### config.mk
export PLATFORM = sky130hd
export DESIGN_NAME = board_ctl_regs
export DESIGN_NICKNAME = d
export VERILOG_FILES = /design/src/board_ctl_pkg.sv /design/src/ctl_field.sv /design/src/board_ctl_regs.sv
export SDC_FILE = /design/constraint.sdc
export NUM_CORES = 1
export LEC_CHECK = 0
export ABC_AREA = 1
export BUFFER_PORTS_ARGS = -buffer_cell sky130_fd_sc_hd__buf_2
export CAP_MARGIN = 5
export CORE_MARGIN = 2
export CORE_UTILIZATION = 44
export CTS_CLUSTER_DIAMETER = 150
export DETAILED_ROUTE_END_ITERATION = 8
export PLACE_DENSITY = 0.85
export RECOVER_POWER = 50
export SLEW_MARGIN = 5
export SYNTH_ARGS = -nofsm -noshare
export SYNTH_HDL_FRONTEND = slang
export SYNTH_SLANG_ARGS = --single-unit
export TNS_END_PERCENT = 20
### constraint.sdc
create_clock -name CLK -period 2.4 [get_ports CLK]
set_input_delay 0.12 -clock CLK [delete_from_list [all_inputs] [get_ports CLK]]
set_output_delay 0.12 -clock CLK [all_outputs]
set_load 0.05 [all_outputs]
### src/board_ctl_pkg.sv
// Constants and carrier types for the board control register bank
package board_ctl_pkg;

  // Bus and bank geometry
  localparam int          DATA_W      = 32;
  localparam int          REG_COUNT   = 8;
  localparam int          IDX_W       = 3;
  localparam int          FIELD_W     = 8;

  // Register byte offsets and their word indexes
  localparam logic [7:0]  LED_CTL_OFS  = 8'h00;
  localparam logic [7:0]  PORT_CTL_OFS = 8'h04;
  localparam logic [2:0]  LED_CTL_IDX  = LED_CTL_OFS[4:2];
  localparam logic [2:0]  PORT_CTL_IDX = PORT_CTL_OFS[4:2];

  // Bit numbers as seen by software (bit 0 is the data MSB)
  localparam int          CFG_SOURCE_BIT   = 0;
  localparam int          BOOT_FLASH_BIT   = 1;
  localparam int          CELL_EN_BIT      = 2;
  localparam int          CELL_RST_BIT     = 3;
  localparam int          ETH1_IEN_BIT     = 4;
  localparam int          ETH1_RST_BIT     = 5;
  localparam int          SER1_EN_BIT      = 6;
  localparam int          SER2_EN_BIT      = 7;
  localparam int          LED_ONE_BIT      = 6;
  localparam int          LED_TWO_BIT      = 7;

  // Data lane that carries bits 0 to 7
  localparam int          FIELD_MSB_POS = 31;
  localparam int          FIELD_LSB_POS = 24;

  // Reset values and writable masks, indexed by bit number
  localparam logic [7:0]  LED_CTL_RST   = 8'h00;
  localparam logic [7:0]  LED_CTL_WMASK = 8'hff;
  localparam logic [7:0]  PORT_CTL_RST  = 8'hfc;
  localparam logic [7:0]  PORT_CTL_WMASK = 8'hfc;

  // Strap level held on the Ethernet PHY management disable pin
  localparam logic        MGMT_DIS_LEVEL = 1'b0;

  // Level that asserts a serial modem output
  localparam logic        MODEM_ASSERTED = 1'b1;

  // Module enables, active low, also routed to the expansion connectors
  typedef struct packed {
    logic cell_phy_enable_n;
    logic serial1_xcvr_enable_n;
    logic serial2_xcvr_enable_n;
  } module_enables_t;

  // Serial port handshake outputs toward the line
  typedef struct packed {
    logic carrier_detect;
    logic data_set_ready;
    logic clear_to_send;
  } modem_out_t;

  // USB pull-up and supply controls
  typedef struct packed {
    logic dplus_pullup_en;
    logic dminus_pullup_en;
    logic vbus_connect;
  } usb_ctl_t;

endpackage

### src/ctl_field.sv
// Writable control field with per-bit write mask and reset value
`timescale 1ns/1ns
module ctl_field #(
  parameter int                 WIDTH   = 8,
  parameter logic [WIDTH-1:0]   RST_VAL = '0,
  parameter logic [WIDTH-1:0]   WMASK   = '1
) (
  input  wire logic             clk,
  input  wire logic             rst,
  input  wire logic             ce,
  input  wire logic             wr_en,
  input  wire logic [WIDTH-1:0] wr_data,
  output logic      [WIDTH-1:0] q
);

  logic [WIDTH-1:0] field_q;
  logic [WIDTH-1:0] field_d;

  // Masked bits keep their value on a write
  assign field_d = (wr_data & WMASK) | (field_q & ~WMASK);

  // Field storage, defaults on power-on reset
  always_ff @(posedge clk or posedge rst)
  begin
    if (rst)
      field_q <= RST_VAL;
    else if (ce && wr_en)
      field_q <= field_d;
  end

  assign q = field_q;

endmodule // ctl_field

### src/board_ctl_regs.sv
// Board control and status register bank on a chip-select region
`timescale 1ns/1ns

module board_ctl_regs
  import board_ctl_pkg::*;
(
  input  wire logic                           CLK,
  input  wire logic                           RST,
  input  wire logic                           CE,
  input  wire logic                           CS_N,
  input  wire logic [board_ctl_pkg::IDX_W-1:0] ADDR,
  input  wire logic                           WE_N,
  input  wire logic [board_ctl_pkg::DATA_W-1:0] DATA_IN,
  output logic      [board_ctl_pkg::DATA_W-1:0] DATA_OUT,
  output logic                                DATA_OE_N,
  input  wire logic                           HARD_RESET_N,
  input  wire logic                           CFG_SOURCE_JUMPER,
  input  wire logic                           BOOT_SELECT_FLASH,
  input  wire logic                           USB_SPEED_SELECT,
  input  wire logic                           USB_POWER_ENABLE_N,
  input  wire logic                           SER1_TERMINAL_READY,
  input  wire logic                           SER2_TERMINAL_READY,
  output logic                                USER_LED_ONE,
  output logic                                USER_LED_TWO,
  output board_ctl_pkg::module_enables_t      MODULE_ENABLES_N,
  output board_ctl_pkg::module_enables_t      EXP_ENABLES_N,
  output logic                                CELL_PHY_RESET_N,
  output logic                                ETH1_INITIAL_ENABLE_N,
  output logic                                ETH1_PHY_RESET_N,
  output logic                                MGMT_DISABLE_STRAP,
  output board_ctl_pkg::usb_ctl_t             USB_CTL,
  output board_ctl_pkg::modem_out_t           SER1_MODEM,
  output board_ctl_pkg::modem_out_t           SER2_MODEM,
  output logic      [1:0]                     TERMINAL_READY
);

  import board_ctl_pkg::*;

  // ------------------------------------------------------------
  // Bus request decode
  // ------------------------------------------------------------

  // Access qualifiers for the current cycle
  logic                 bank_sel;
  logic                 wr_access;
  logic                 rd_access;

  // Register select from the three decoded address lines
  logic                 hit_led_ctl;
  logic                 hit_port_ctl;

  // Field lane of the write data, reindexed by bit number
  logic [FIELD_W-1:0]   wr_field;

  // A cycle with chip select low and the clock enabled is one access
  assign bank_sel  = ~CS_N & CE;
  assign wr_access = bank_sel & ~WE_N;
  assign rd_access = bank_sel & WE_N;

  // All three address lines are compared, so the bank does not mirror
  assign hit_led_ctl  = (ADDR == LED_CTL_IDX);
  assign hit_port_ctl = (ADDR == PORT_CTL_IDX);

  // Bit n of a field is carried on data line 31 minus n
  genvar gi;
  generate
    for (gi = 0; gi < FIELD_W; gi++)
    begin : g_wr_lane
      assign wr_field[gi] = DATA_IN[FIELD_MSB_POS - gi];
    end
  endgenerate

  // ------------------------------------------------------------
  // Register storage
  // ------------------------------------------------------------

  // Write strobes per register
  logic                 led_ctl_we;
  logic                 port_ctl_we;

  // Stored control fields, indexed by bit number
  logic [FIELD_W-1:0]   led_ctl;
  logic [FIELD_W-1:0]   port_ctl;

  // Writes to indexes without storage fall away here
  assign led_ctl_we  = wr_access & hit_led_ctl;
  assign port_ctl_we = wr_access & hit_port_ctl;

  // LED register: every low bit writable, all zero at power-on
  ctl_field #(
    .WIDTH   (FIELD_W),
    .RST_VAL (LED_CTL_RST),
    .WMASK   (LED_CTL_WMASK)
  ) u_led_ctl (
    .clk     (CLK),
    .rst     (RST),
    .ce      (CE),
    .wr_en   (led_ctl_we),
    .wr_data (wr_field),
    .q       (led_ctl)
  );

  // Port register: jumper bits are masked off, the rest default high
  ctl_field #(
    .WIDTH   (FIELD_W),
    .RST_VAL (PORT_CTL_RST),
    .WMASK   (PORT_CTL_WMASK)
  ) u_port_ctl (
    .clk     (CLK),
    .rst     (RST),
    .ce      (CE),
    .wr_en   (port_ctl_we),
    .wr_data (wr_field),
    .q       (port_ctl)
  );

  // ------------------------------------------------------------
  // Read path
  // ------------------------------------------------------------

  // Jumper levels shown in the read-only bits of the port register
  logic [FIELD_W-1:0]   port_view;

  // Field chosen by the address, by bit number
  logic [FIELD_W-1:0]   rd_field;

  // Full data word as it goes onto the bus
  logic [DATA_W-1:0]    rd_word;

  // Registered read data and driver enable
  logic [DATA_W-1:0]    rd_data_q;
  logic [DATA_W-1:0]    rd_data_d;
  logic                 oe_n_q;
  logic                 oe_n_d;

  // Jumpers replace the stored bits 0 and 1 on reads
  always_comb
  begin
    port_view                 = port_ctl;
    port_view[CFG_SOURCE_BIT] = CFG_SOURCE_JUMPER;
    port_view[BOOT_FLASH_BIT] = BOOT_SELECT_FLASH;
  end

  // Indexes 2 to 7 hold nothing and read as zero
  assign rd_field = hit_led_ctl  ? led_ctl   :
                    hit_port_ctl ? port_view :
                    '0;

  // Place bit n on line 31 minus n, lines 23 to 0 stay zero
  generate
    for (gi = 0; gi < DATA_W; gi++)
    begin : g_rd_lane
      if (gi >= FIELD_LSB_POS)
      begin : g_field
        assign rd_word[gi] = rd_field[FIELD_MSB_POS - gi];
      end
      else
      begin : g_empty
        assign rd_word[gi] = 1'b0;
      end
    end
  endgenerate

  // Data captured on a read, held otherwise
  assign rd_data_d = rd_access ? rd_word : rd_data_q;

  // Drive the bus in the cycle after a read was seen
  assign oe_n_d = ~rd_access;

  // Read data and driver enable registers
  always_ff @(posedge CLK or posedge RST)
  begin
    if (RST)
    begin
      rd_data_q <= '0;
      oe_n_q    <= 1'b1;
    end
    else if (CE)
    begin
      rd_data_q <= rd_data_d;
      oe_n_q    <= oe_n_d;
    end
  end

  assign DATA_OUT  = rd_data_q;
  assign DATA_OE_N = oe_n_q;

  // ------------------------------------------------------------
  // Board control outputs
  // ------------------------------------------------------------

  // User LEDs follow their bits directly
  assign USER_LED_ONE = led_ctl[LED_ONE_BIT];
  assign USER_LED_TWO = led_ctl[LED_TWO_BIT];

  // Module enables from the port register
  module_enables_t enables_n;

  // High puts the module in standby and frees its pins off board
  always_comb
  begin
    enables_n.cell_phy_enable_n     = port_ctl[CELL_EN_BIT];
    enables_n.serial1_xcvr_enable_n = port_ctl[SER1_EN_BIT];
    enables_n.serial2_xcvr_enable_n = port_ctl[SER2_EN_BIT];
  end

  // Same enables reach the board modules and the expansion connectors
  assign MODULE_ENABLES_N = enables_n;
  assign EXP_ENABLES_N    = enables_n;

  // PHY resets are held while either the bit or hard reset is low
  assign CELL_PHY_RESET_N = port_ctl[CELL_RST_BIT] & HARD_RESET_N;
  assign ETH1_PHY_RESET_N = port_ctl[ETH1_RST_BIT] & HARD_RESET_N;

  // Strap level; the PHY only samples it as its reset is released
  assign ETH1_INITIAL_ENABLE_N = port_ctl[ETH1_IEN_BIT];

  // Management disable strap held low so control moves to management
  assign MGMT_DISABLE_STRAP = MGMT_DIS_LEVEL;

  // ------------------------------------------------------------
  // USB pull-ups and supply
  // ------------------------------------------------------------

  // Exactly one data line is pulled up, chosen by the speed level
  always_comb
  begin
    USB_CTL.dplus_pullup_en  = USB_SPEED_SELECT;
    USB_CTL.dminus_pullup_en = ~USB_SPEED_SELECT;
    USB_CTL.vbus_connect     = ~USB_POWER_ENABLE_N;
  end

  // ------------------------------------------------------------
  // Serial port handshakes
  // ------------------------------------------------------------

  // Line handshake outputs are always asserted; request to send unused
  always_comb
  begin
    SER1_MODEM.carrier_detect = MODEM_ASSERTED;
    SER1_MODEM.data_set_ready = MODEM_ASSERTED;
    SER1_MODEM.clear_to_send  = MODEM_ASSERTED;
    SER2_MODEM.carrier_detect = MODEM_ASSERTED;
    SER2_MODEM.data_set_ready = MODEM_ASSERTED;
    SER2_MODEM.clear_to_send  = MODEM_ASSERTED;
  end

  // Terminal-ready levels registered onto the TERMINAL_READY outputs
  logic [1:0] term_ready_q;
  logic [1:0] term_ready_d;

  assign term_ready_d = {SER2_TERMINAL_READY, SER1_TERMINAL_READY};

  // Terminal-ready sample register
  always_ff @(posedge CLK or posedge RST)
  begin
    if (RST)
      term_ready_q <= 2'h0;
    else if (CE)
      term_ready_q <= term_ready_d;
  end

  assign TERMINAL_READY = term_ready_q;

endmodule // board_ctl_regs

# ---- After elaboration in Yosys (flattened, before gate mapping)
# Cells that the tools add are included.
dict set report totals {
  n_memories 0
  latchBits 0
  mem_bits_rw 0
  romBits 0
  elab_cells 25
  in_bits 47
  ff_bits 27
}
dict set report classes {
  magnitude_cmp 0
  n_reduce_logical 4
  n_mux 2
  eq_ne 1
  shift 0
  n_mul 0
  bitwise_logic 13
  n_div 0
  addsub 0
}
# op n
set ops {}
lappend ops {{8-bit two-way mux} 2}
lappend ops {{8-bit by 2-bit bitwise OR with 8-bit output} 1}
lappend ops {{1-bit AND} 7}
lappend ops {{1-bit NOT} 5}
lappend ops {{3-bit by 1-bit == test with 1-bit output, second input constant} 1}
lappend ops {{3-bit zero test} 1}
lappend ops {{1-bit logical AND} 2}
lappend ops {{2-bit AND reduction} 1}

# ---- Longest topological paths before layout
# Gate-level depths: netlist of the first run.
dict set report logic_depth {
  ltp_word 5
  ltp_mapped 7
  mapped_depth_nobuf 6
}

# ---- Hierarchy
# A second synthesis of the first run with hierarchy kept.
dict set report unflattened {
  hier_cells 185
  hier_area_um2 1525.2
}
# mod area_per_inst_um2 cells_each instances
set modules_own_cells {}
lappend modules_own_cells {board_ctl_regs 917.1 120 1}
lappend modules_own_cells {{ctl_field at u_led_ctl} 346.6 36 1}
lappend modules_own_cells {{ctl_field at u_port_ctl} 261.5 29 1}

# ---- Worst setup path before layout of the first run
# Ideal clock, no wire load.
dict set report synth_timing {
  kind {reg2reg}
  start {register u_port_ctl.field_q[4], in the netlist u_port_ctl.q[4]}
  end {register rd_data_q[27], in the netlist DATA_OUT[27]}
  required_ns 2.334
  path_slack_ns 1.403
  t_arrival_ns 0.931
  path_stages_with_launch 5
  setup_time_ns 0.066
  synth_period_minus_slack_ns 0.997
  path_cell_list {dfstp_2 nand3_1 nand2_1 nand2_1 nand2_1}
}
dict set report synth_between {
  elab_chain_cells 2
}
# element line
set synth_lines {}
lappend synth_lines {{from (decl)} ctl_field.sv:16} ;# logic [WIDTH-1:0] field_q;
lappend synth_lines {{from (signal assigned)} ctl_field.sv:28} ;# field_q <= field_d;
lappend synth_lines {{8-bit two-way mux} board_ctl_regs.sv:146} ;# hit_port_ctl ? port_view :
lappend synth_lines {{8-bit two-way mux} board_ctl_regs.sv:145} ;# assign rd_field = hit_led_ctl ? led_ctl :
lappend synth_lines {{to (signal assigned)} board_ctl_regs.sv:180} ;# rd_data_q <= rd_data_d;
lappend synth_lines {{to (decl)} board_ctl_regs.sv:131} ;# logic [DATA_W-1:0] rd_data_q;
# Every way passes these cells.
# A chain may end at the register's enable or synchronous reset.

# ---- Worst setup path in the final report of the first run
dict set report layout_timing {
  start {input ADDR[2] (netlist name)}
  end {register u_led_ctl.field_q[5], in the netlist u_led_ctl.q[5]}
}
dict set report layout_between {
  elab_chain_cells 3
}
# element line
set layout_lines {}
lappend layout_lines {{from (decl)} board_ctl_regs.sv:11} ;# input wire logic [board_ctl_pkg::IDX_W-1:0] ADDR,
lappend layout_lines {{3-bit zero test} board_ctl_regs.sv:61} ;# assign hit_led_ctl = (ADDR == LED_CTL_IDX);
lappend layout_lines {{1-bit AND} board_ctl_regs.sv:86} ;# assign led_ctl_we = wr_access & hit_led_ctl;
lappend layout_lines {{1-bit logical AND} ctl_field.sv:27} ;# else if (ce && wr_en)
lappend layout_lines {{to (signal assigned)} ctl_field.sv:28}
lappend layout_lines {{to (decl)} ctl_field.sv:16}
# Every way passes these cells.

==> run summary, run 1 <==
Failing checks = negative hold slack
Detailed placement HPWL = 2035 um
Final Hold Viols = 18
Max-slew headroom = 31.37%
Wirelength per Cell = 9.554 um
Tot Pwr = 1.174 mW
Gr usage total = 16.08%
Setup Skew = 0.001660 ns
Tmin final = 1.535 ns
Critical Path RT = 2.66 ns
Ant. Diodes = 0
DIE AREA = 0.003829 mm^2
Final setup fails = 0
RSZ-0062 raised after global routing = no
Reg-to-reg startpoint = u_port_ctl.q[6]$_DFFE_PP1P_
Asr flop ratio synth = 100.0%
Fmax = 651.6 MHz
Worst hold margin = -0.01832 ns
Critical Path Start = ADDR[2]
Seq pwr share = 45.6%
Fill cell count = 335
# Post-CTS Setup Buffers = 0
R2R depth = 4
Top Ports = 103
Status = finished, violations left
Die Ht = 61.88 um
Buf+Inv Stages, Crit Path = 1
Drt total wl = 2723 um
Layout cells sized above 1 = 25.52%
Port buffer count = 47
Max Buffers Root-to-Sink = 2
EDFF count, synth = 0
Cts repair resizes = 0
Worst-path clk slew = 0.13 ns
Worst VDD drop = 0.0002556 V
Power per cell area = 706.2 mW/mm^2
Critical path launch point type = primary input
Mapped Area = 0.001474 mm^2
Clock buffer count from CTS = 3
DRC = 0
RD Place Congestion = 0.7681
DR iter-0 viols = 64
Psw = 0.5283 mW
Yosys top cell area share = 30.56%
R2r endpoint = DATA_OUT[25]$_DFFE_PP0P_
Sw frac = 44.98%
Synth top area cells = dfrtp_1 31%, nand2_1 21%, buf_4 19%
CP endpoint = u_led_ctl.q[5]$_DFFE_PP0P_
Sequential fraction of the synthesis area = 43.04%
Area Growth Syn to Fin = 12.82%
Worst-path cell chain = buf_2 -> nor2_1 -> nand2_2 -> nor2_1 -> nand2_1 -> nand2_1
Final worst-path cycle share = 63.94%
WP depth = 6
Initial antenna violation count = 0
Post-Syn Area per Cell = 7.757 um^2
Slowest stage delay, CP = 0.78 ns
Final core utilization = 50.63%
Flop-to-flop setup slack = 1.46 ns
Pleak = 1.025 nW
Cell accounting for the most synthesized area = dfrtp_1
Clock power share = 15.6%
Crit-path slowest cell = nor2_1
Most common cell in the synthesized netlist = nand2_1
Avg Vias per Cell = 4.130
Dominant synthesized flop cell = dfrtp_1
Clock Sinks = 25
Pin count of the biggest net entering global routing = 26
Setup WS post-layout = 0.8653 ns
First-pass GRT wire length = 4519 um
Drt pass-1 iters = 5
FP Rows = 21
P_int = 0.6461 mW
CTS tree = yes
Pins Over Slew Limit = 0
Via count = 1177
Ys Warns = 0
Vias in the first global route = 1042
Post-route setup TNS = 0 ns
Worst path arrival time = 1.80 ns
Post-DRT Antenna Nets = 0
Pre-CTS WS = 1.236 ns
Logic pwr share = 38.8%
Die Width = 61.88 um
Crit-path leading delay family = simple AND/OR/NAND/NOR gates
#FFs+latches synth = 25
Worst-Margin Slew = 1.026 ns
Worst Setup Path Type = primary input to register
CP Capture Type = register
Initial Util = 44.88%
HP Class = primary input to async pin
Post-synth top cells = 84 x nand2_1, 38 x buf_4, 18 x dfrtp_1
Clk_lat worst skew = 0.31 ns
Core area = 0.003284 mm^2
Crit Path Max Fanout = 18
Max H-tree Level = 1
Grt ovf = 0
Layout Nets = 287
Root Buffer Master = clkbuf_4
Gate Count Post-Synth = 190
# Max-Cap Violations = 0
Synth unique cells = 13
-- metal layers --
layer	track usage, %	wire length [um]	part of all wire (%)
met5	0	0	0
met4	7.295	27	0.99
met3	2.899	172	6.3
met2	26.77	1350	50
met1	20.34	1173	43
-- placed cells by master (no fill, tap or decap) --
cell / count
clkbuf_4: 3
nor2_4: 2
dfrtp_1: 18
o21ai_0: 1
nor2_2: 1
inv_1: 11
inv_2: 2
conb_1: 31
nor2_1: 2
nand2_1: 85
clkbuf_1: 4
dfstp_2: 7
nand3_1: 17
dlygate4sd3_1: 9
nand2_2: 2
buf_2: 44
-- cell type report --
| cell class | instances | area (um^2) | share of cell area [%] |
|---|---|---|---|
| multi-input cells | 141 | 574.3 | 34.54 |
| flip-flops and latches | 25 | 634.4 | 38.15 |
| inverters | 13 | 48.80 | 2.935 |
| repair buffers | 56 | 321.6 | 19.34 |
| well taps | 46 | 57.56 | 3.461 |
| clock buffers | 4 | 26.28 | 1.580 |
-- worst register-to-register path: cells and delay by family (launching register included) --
kind | cells | cell delay, ns
AND/OR/NAND/NOR | 4 | 0.32
flip-flops | 1 | 0.58
-- kinds of logic (layout without fill, tap and decap cells) --
logic type | after synthesis | after routing | share of synthesized area [%]
compound gates | 1 | 1 | 0.3392
flops | 25 | 25 | 43.04
other cells | 2 | 31 | 0.5095
simple gates | 109 | 109 | 31.92
buf+inv | 53 | 73 | 24.19
-- state kept, by name (all words and copies together), names as in the netlist --
| signal | count |
|---|---|
| DATA_OE_N | 1 |
| u_led_ctl.q | 8 |
| DATA_OUT | 8 |
| TERMINAL_READY | 2 |
| u_port_ctl.q | 6 |
-- power groups by stage --
stage          clock [mW]  sequential [mW]  combinational (mW)
6_report            0.183            0.536               0.456
2_1_floorplan           0            0.621               0.349
3_3_place_gp            0            0.541               0.444
5_1_grt             0.212            0.544               0.492
3_5_place_dp            0            0.543               0.449
4_1_cts             0.190            0.536               0.461
-- through the flow --
| step | cell area (um^2) | instances |
|---|---|---|
| after floorplan | 1583 | 219 |
| after global placement | 1568 | 272 |
| after CTS | 1684 | 285 |
| after detailed placement | 1568 | 272 |
| after global routing | 1663 | 285 |
| final | 1663 | 285 |
-- worst min path at each step --
stage,endpoint,cells after the start
after floorplan,DATA_OUT[24]$_DFFE_PP0P_,1
after global placement,TERMINAL_READY[0]$_DFFE_PP0P_,3
after detailed placement,TERMINAL_READY[0]$_DFFE_PP0P_,3
after CTS,DATA_OUT[26]$_DFFE_PP0P_,2
after global routing,u_port_ctl.q[6]$_DFFE_PP1P_,3
final,u_led_ctl.q[7]$_DFFE_PP0P_,2
-- timing repair --
item / 4_1_cts / 5_1_grt
hold buffers: 9 / 0
endpoints found under the hold margin: 10 / 0
endpoints found under the setup margin: 0 / 0
No activity file was read; power rests on OpenSTA's default activity.
==> run 2, diff against run 1 <==
- CORE_UTILIZATION: 44 -> 37
- PLACE_DENSITY: 0.85 -> 0.76
- clock period: 2.4 -> 1.4 ns (I/O delays scaled with it)
==> run summary, run 2 (same netlist as run 1, synthesis figures left out) <==
Worst VDD drop = 0.0004451 V (+74%)
Logic pwr share = 37.2% (-1.6 points)
Tmin final = 1.262 ns
Crit-path slowest cell = dfstp_1
DRC = 0 (unchanged)
R2r endpoint = DATA_OUT[28]$_DFFE_PP0P_
Gr usage total = 13.35% (-2.7 points)
Post-route setup TNS = 0 ns (unchanged)
# Post-CTS Setup Buffers = 0 (unchanged)
Psw = 0.9282 mW (+76%)
# Max-Cap Violations = 0 (unchanged)
Wirelength per Cell = 9.917 um (+3.8%)
Via count = 1180 (+0.25%)
FP Rows = 22 (+4.8%)
Commonest non-fill, non-tap cell in the layout = nand2_1
Setup Skew = 0.002319 ns (+0.0006589 ns)
Root Buffer Master = clkbuf_8
Core area = 0.003744 mm^2 (+14%)
First-pass GRT wire length = 4471 um (-1.1%)
RD Place Congestion = 0.7085 (-7.8%)
Max H-tree Level = 1 (unchanged)
Final worst-path cycle share = 90.13%
Flop-to-flop setup slack = 0.51 ns (-0.95 ns)
Ant. Diodes = 0 (unchanged)
Vias in the first global route = 1008 (-3.3%)
Worst Setup Path Type = register to output pin
Max-slew headroom = 59.42% (+28 points)
Post-CTS Hold Buffers = 10 (+1)
Final Hold Viols = 0 (-18)
Clk_lat worst skew = 0.27 ns (-0.04 ns)
Avg Vias per Cell = 4.069 (-1.5%)
DR iter-0 viols = 47 (-27%)
Seq pwr share = 42.9% (-2.7 points)
Crit Path Max Fanout = 3 (-15)
Post-DRT Antenna Nets = 0 (unchanged)
Worst-Margin Slew = 0.6087 ns (-0.4170 ns)
Initial Util = 39.37% (-5.5 points)
DP Area = 0.001585 mm^2 (+1.1%)
Drt pass-1 iters = 4 (-1)
Pleak = 1.048 nW (+2.2%)
Design area = 0.001714 mm^2 (+3.1%)
Slowest stage delay, CP = 0.57 ns (-0.21 ns)
Power per cell area = 1243 mW/mm^2 (+76%)
Status = completed
Hold path endpoint = u_port_ctl.q[7]$_DFFE_PP1P_
Clock power share = 19.9% (+4.3 points)
RSZ-0062 raised after global routing = no
Hold_sp = DATA_IN[24]
Most frequent cells in the layout = 85 x nand2_1, 43 x buf_2, 31 x conb_1
Fmax = 792.5 MHz
Die Ht = 67.12 um (+8.5%)
CTS tree = yes
Port buffer count = 47 (unchanged)
Pin count of the biggest net entering global routing = 26 (unchanged)
Top Ports = 103 (unchanged)
Final setup fails = 0 (unchanged)
Sw frac = 43.58% (-1.4 points)
DIE AREA = 0.004504 mm^2 (+18%)
Layout cells sized above 1 = 25.21% (-0.32 points)
Worst-path clk slew = 0.08 ns (-0.05 ns)
Worst path arrival time = 1.19 ns (-0.61 ns)
Drt total wl = 2876 um (+5.6%)
Detailed placement HPWL = 2201 um (+8.2%)
Critical Path RT = 1.33 ns (-1.33 ns)
Grt ovf = 0 (unchanged)
R2R depth = 4 (unchanged)
Layout Nets = 290 (+1.0%)
Reg-to-reg startpoint = u_port_ctl.q[3]$_DFFE_PP1P_
P_int = 1.202 mW (+86%)
CP Capture Type = output pin
Max Buffers Root-to-Sink = 2 (unchanged)
Clock Sinks = 25 (unchanged)
Pins Over Slew Limit = 0 (unchanged)
Initial antenna violation count = 0 (unchanged)
Area Growth Syn to Fin = 16.30%
Hold depth = 3
Cts repair resizes = 0 (unchanged)
Clock buffer count from CTS = 3 (unchanged)
HP Class = primary input to register
Die Width = 67.12 um (+8.5%)
Critical path launch point type = register
Worst-path cell chain = nand2_1 -> inv_1 -> buf_2
==> run 2: cell count changes in the layout (fill, tap and decap cells not counted), sizes merged <==
cell         delta
clkbuf          +2
dlygate4sd3     +1
==> run 2: critical path, delay by kind of cell (launching register included) <==
kind	cells	cell delay (ns)
buffers and inverters	2	0.30
flip-flops	1	0.57
AND/OR/NAND/NOR	1	0.06
==> run 2: worst max-delay path by stage <==
stage | from | slack, ns | end | cells past startpoint
after global placement | u_port_ctl.q[5]$_DFFE_PP1P_ | 0.46 | ETH1_PHY_RESET_N | 3
final | u_port_ctl.q[3]$_DFFE_PP1P_ | 0.14 | CELL_PHY_RESET_N | 3
after CTS | u_port_ctl.q[5]$_DFFE_PP1P_ | 0.14 | ETH1_PHY_RESET_N | 3
after global routing | u_port_ctl.q[3]$_DFFE_PP1P_ | 0.09 | CELL_PHY_RESET_N | 3
after floorplan | u_port_ctl.q[4]$_DFFE_PP1P_ | 0.40 | DATA_OUT[27]$_DFFE_PP0P_ | 4
after detailed placement | ADDR[2] | 0.43 | u_port_ctl.q[7]$_DFFE_PP1P_ | 7
==> run 2: metrics by stage <==
step                hold WS [ns]  worst slack [ns]  utilization, %  power [mW]  instances
floorplan                0.09213            0.4029               -       1.664        219
global placement          0.1286            0.4618           42.35       1.697        276
detailed placement        0.1361            0.4336           42.35       1.711        276
CTS                     0.009793            0.1425           46.22       2.156        290
global route             0.02205           0.08951           45.79       2.234        290
finish                   0.01196            0.1382           45.79       2.130        290
==> run 2: final cells by class <==
cell class              count  area (um^2)
multi-input cells         141        581.8
well taps                  48        60.06
clock buffers               4        45.04
flip-flops and latches     25        634.4
repair buffers             59        344.1
inverters                  13        48.80
fillers                   409         2029
==> run 2: layer usage <==
layer	up-vias	wire (um)	share of wire (%)	global-route usage [%]
li1	612	-	-	-
met1	516	1263	44	15.65
met2	47	1357	47	22.52
met3	5	192	6.7	2.703
met4	0	63	2.2	7.653
met5	-	0	0	0
==> run 2: power by group through the flow <==
stage                     clock network, mW  registers (mW)  logic [mW]
after floorplan                           0            1.07       0.599
after global placement                    0           0.929       0.768
after detailed placement                  0           0.933       0.779
after CTS                             0.435           0.919       0.801
after global routing                  0.462           0.929       0.844
final                                 0.424           0.915       0.792
==> run 3, diff against run 2 <==
- CORE_UTILIZATION: 37 -> 44
- PLACE_DENSITY: 0.76 -> 0.85
- clock period: 1.4 -> 1.6 ns (I/O delays scaled with it)
==> run summary, run 3 (same netlist as run 1, synthesis figures left out) <==
Status = completed
M2 GR Usage = 26.62% (+4.1 points)
Worst Setup Path Type = register to output pin
Clock buffer count from CTS = 3 (unchanged)
Pin count of the biggest net entering global routing = 26 (unchanged)
Post-CTS Hold Buffers = 11 (+1)
Post-DRT Antenna Nets = 0 (unchanged)
Crit-path slowest cell = dfstp_2
DR iter-0 viols = 55 (+17%)
Drt total wl = 2592 um (-9.9%)
Die Width = 61.88 um (-7.8%)
Worst VDD drop = 0.0004182 V (-6.1%)
Hold_sp = CE
RD Place Congestion = 0.7543 (+6.5%)
Worst-path cell chain = nand2_1 -> inv_1 -> buf_2
CTS tree = yes
Clk_lat worst skew = 0.32 ns (+0.05 ns)
Fmax = 764.7 MHz
Critical Path Start = u_port_ctl.q[3]$_DFFE_PP1P_
Most frequent cells in the layout = 85 x nand2_1, 44 x buf_2, 31 x conb_1
Tmin final = 1.308 ns
Max Buffers Root-to-Sink = 2 (unchanged)
Drt pass-1 iters = 4 (unchanged)
Flop-to-flop setup slack = 0.68 ns (+0.17 ns)
Buf+Inv Stages, Crit Path = 2 (unchanged)
Critical path launch point type = register
DIE AREA = 0.003829 mm^2 (-15%)
Wirelength per Cell = 8.969 um (-9.6%)
Fill cell count = 341 (-17%)
Die Ht = 61.88 um (-7.8%)
Pins Over Slew Limit = 0 (unchanged)
Worst-Margin Slew = 0.6635 ns (+0.05480 ns)
Area taken by flip-flops and latches = 634.4 um^2 (unchanged)
Final setup fails = 0 (unchanged)
Final core utilization = 51.85% (+6.1 points)
Post-route setup TNS = 0 ns (unchanged)
Non-filler instance count after layout = 289 (-0.34%)
M3 GR Usage = 1.656% (-1.0 points)
Tot Pwr = 1.770 mW (-17%)
Final worst-path cycle share = 81.73%
DRC = 0 (unchanged)
Worst path arrival time = 1.23 ns (+0.04 ns)
Ant. Diodes = 0 (unchanged)
Met1 global-route usage = 18.44% (+2.8 points)
CP Capture Type = output pin
# Post-CTS Setup Buffers = 0 (unchanged)
Grt ovf = 0 (unchanged)
R2r endpoint = DATA_OUT[25]$_DFFE_PP0P_
Core area = 0.003284 mm^2 (-12%)
Area taken by multi-input logic gates = 581.8 um^2 (unchanged)
Clock Sinks = 25 (unchanged)
Gr usage total = 15.36% (+2.0 points)
Reg-to-reg startpoint = u_port_ctl.q[6]$_DFFE_PP1P_
Max-slew headroom = 55.61% (-3.8 points)
Power per cell area = 1040 mW/mm^2 (-16%)
First-pass GRT wire length = 4395 um (-1.7%)
Commonest non-fill, non-tap cell in the layout = nand2_1
Port buffer count = 47 (unchanged)
Crit Path Max Fanout = 3 (unchanged)
Area Growth Syn to Fin = 15.53%
Top Ports = 103 (unchanged)
Worst-path clk slew = 0.12 ns (+0.04 ns)
Avg Vias per Cell = 4.076 (+0.18%)
Placed Cells incl. Taps = 274 (-0.72%)
Detailed placement HPWL = 2008 um (-8.8%)
DP Area = 0.001583 mm^2 (-0.16%)
FP Rows = 21 (-4.5%)
Design area = 0.001703 mm^2 (-0.66%)
Root Buffer Master = clkbuf_4
Slowest stage delay, CP = 0.57 ns (about the same)
Initial Util = 44.88% (+5.5 points)
Hold path endpoint = TERMINAL_READY[1]$_DFFE_PP0P_
Pleak = 1.042 nW (-0.54%)
Max H-tree Level = 1 (unchanged)
Vias in the first global route = 1051 (+4.3%)
Setup Skew = 0.0008424 ns (-0.001477 ns)
HP Class = primary input to register
Final Hold Viols = 0 (unchanged)
Layout cells sized above 1 = 26.34% (+1.1 points)
RSZ-0062 raised after global routing = no
Cts repair resizes = 0 (unchanged)
R2R depth = 4 (unchanged)
Initial antenna violation count = 0 (unchanged)
Layout Nets = 291 (+0.34%)
Hold depth = 3 (unchanged)
# Max-Cap Violations = 0 (unchanged)
Via count = 1178 (-0.17%)
Crit-path leading delay family = flip-flops
Critical Path RT = 1.52 ns (+0.19 ns)
Grt peak-use layer = met2
==> run 3: changes by cell type in the layout (fill, tap and decap cells not counted) <==
cell / delta
dfstp_2: +2
dlygate4sd3_1: +1
clkbuf_4: +3
inv_2: +1
clkbuf_8: -3
inv_1: -1
buf_2: +1
dfstp_1: -2
clkbuf_2: -1
==> run 3: tightest hold or removal path, cell delays in order <==
cell     delay (ns)
buf_2          0.13
nand2_1        0.06
nand2_1        0.05
==> run 3: worst max path at each step <==
stage	endpoint	slack, ns	depth (start not counted)
finish	CELL_PHY_RESET_N	0.29	3
global placement	u_led_ctl.q[3]$_DFFE_PP0P_	0.63	6
CTS	CELL_PHY_RESET_N	0.27	3
detailed placement	u_led_ctl.q[4]$_DFFE_PP0P_	0.60	7
global route	CELL_PHY_RESET_N	0.24	3
floorplan	DATA_OUT[27]$_DFFE_PP0P_	0.60	4
==> run 3: final cells by class <==
class	instances	share of cell area [%]
well taps	46	3.380
flip-flops and latches	25	37.25
repair buffers	60	20.79
clock buffers	4	1.543
inverters	13	2.866
multi-input cells	141	34.17
==> run 3: stage by stage <==
stage / hold WS [ns] / setup slack [ns]
6_report: 0.02373 / 0.2924
5_1_grt: 0.07614 / 0.2430
4_1_cts: 0.02005 / 0.2736
3_5_place_dp: 0.1369 / 0.6030
3_3_place_gp: 0.1333 / 0.6350
2_1_floorplan: 0.1021 / 0.6029
==> run 3: where the power goes <==
group,switching [mW],internal (mW)
combinational,0.556,0.135
sequential,0.0602,0.742
clock,0.179,0.0977
==> run 3: per-layer routing <==
layer / up-vias / wire length (um)
met2: 47 / 1273
met5: - / 0
met3: 5 / 155
li1: 613 / -
met1: 513 / 1104
met4: 0 / 59
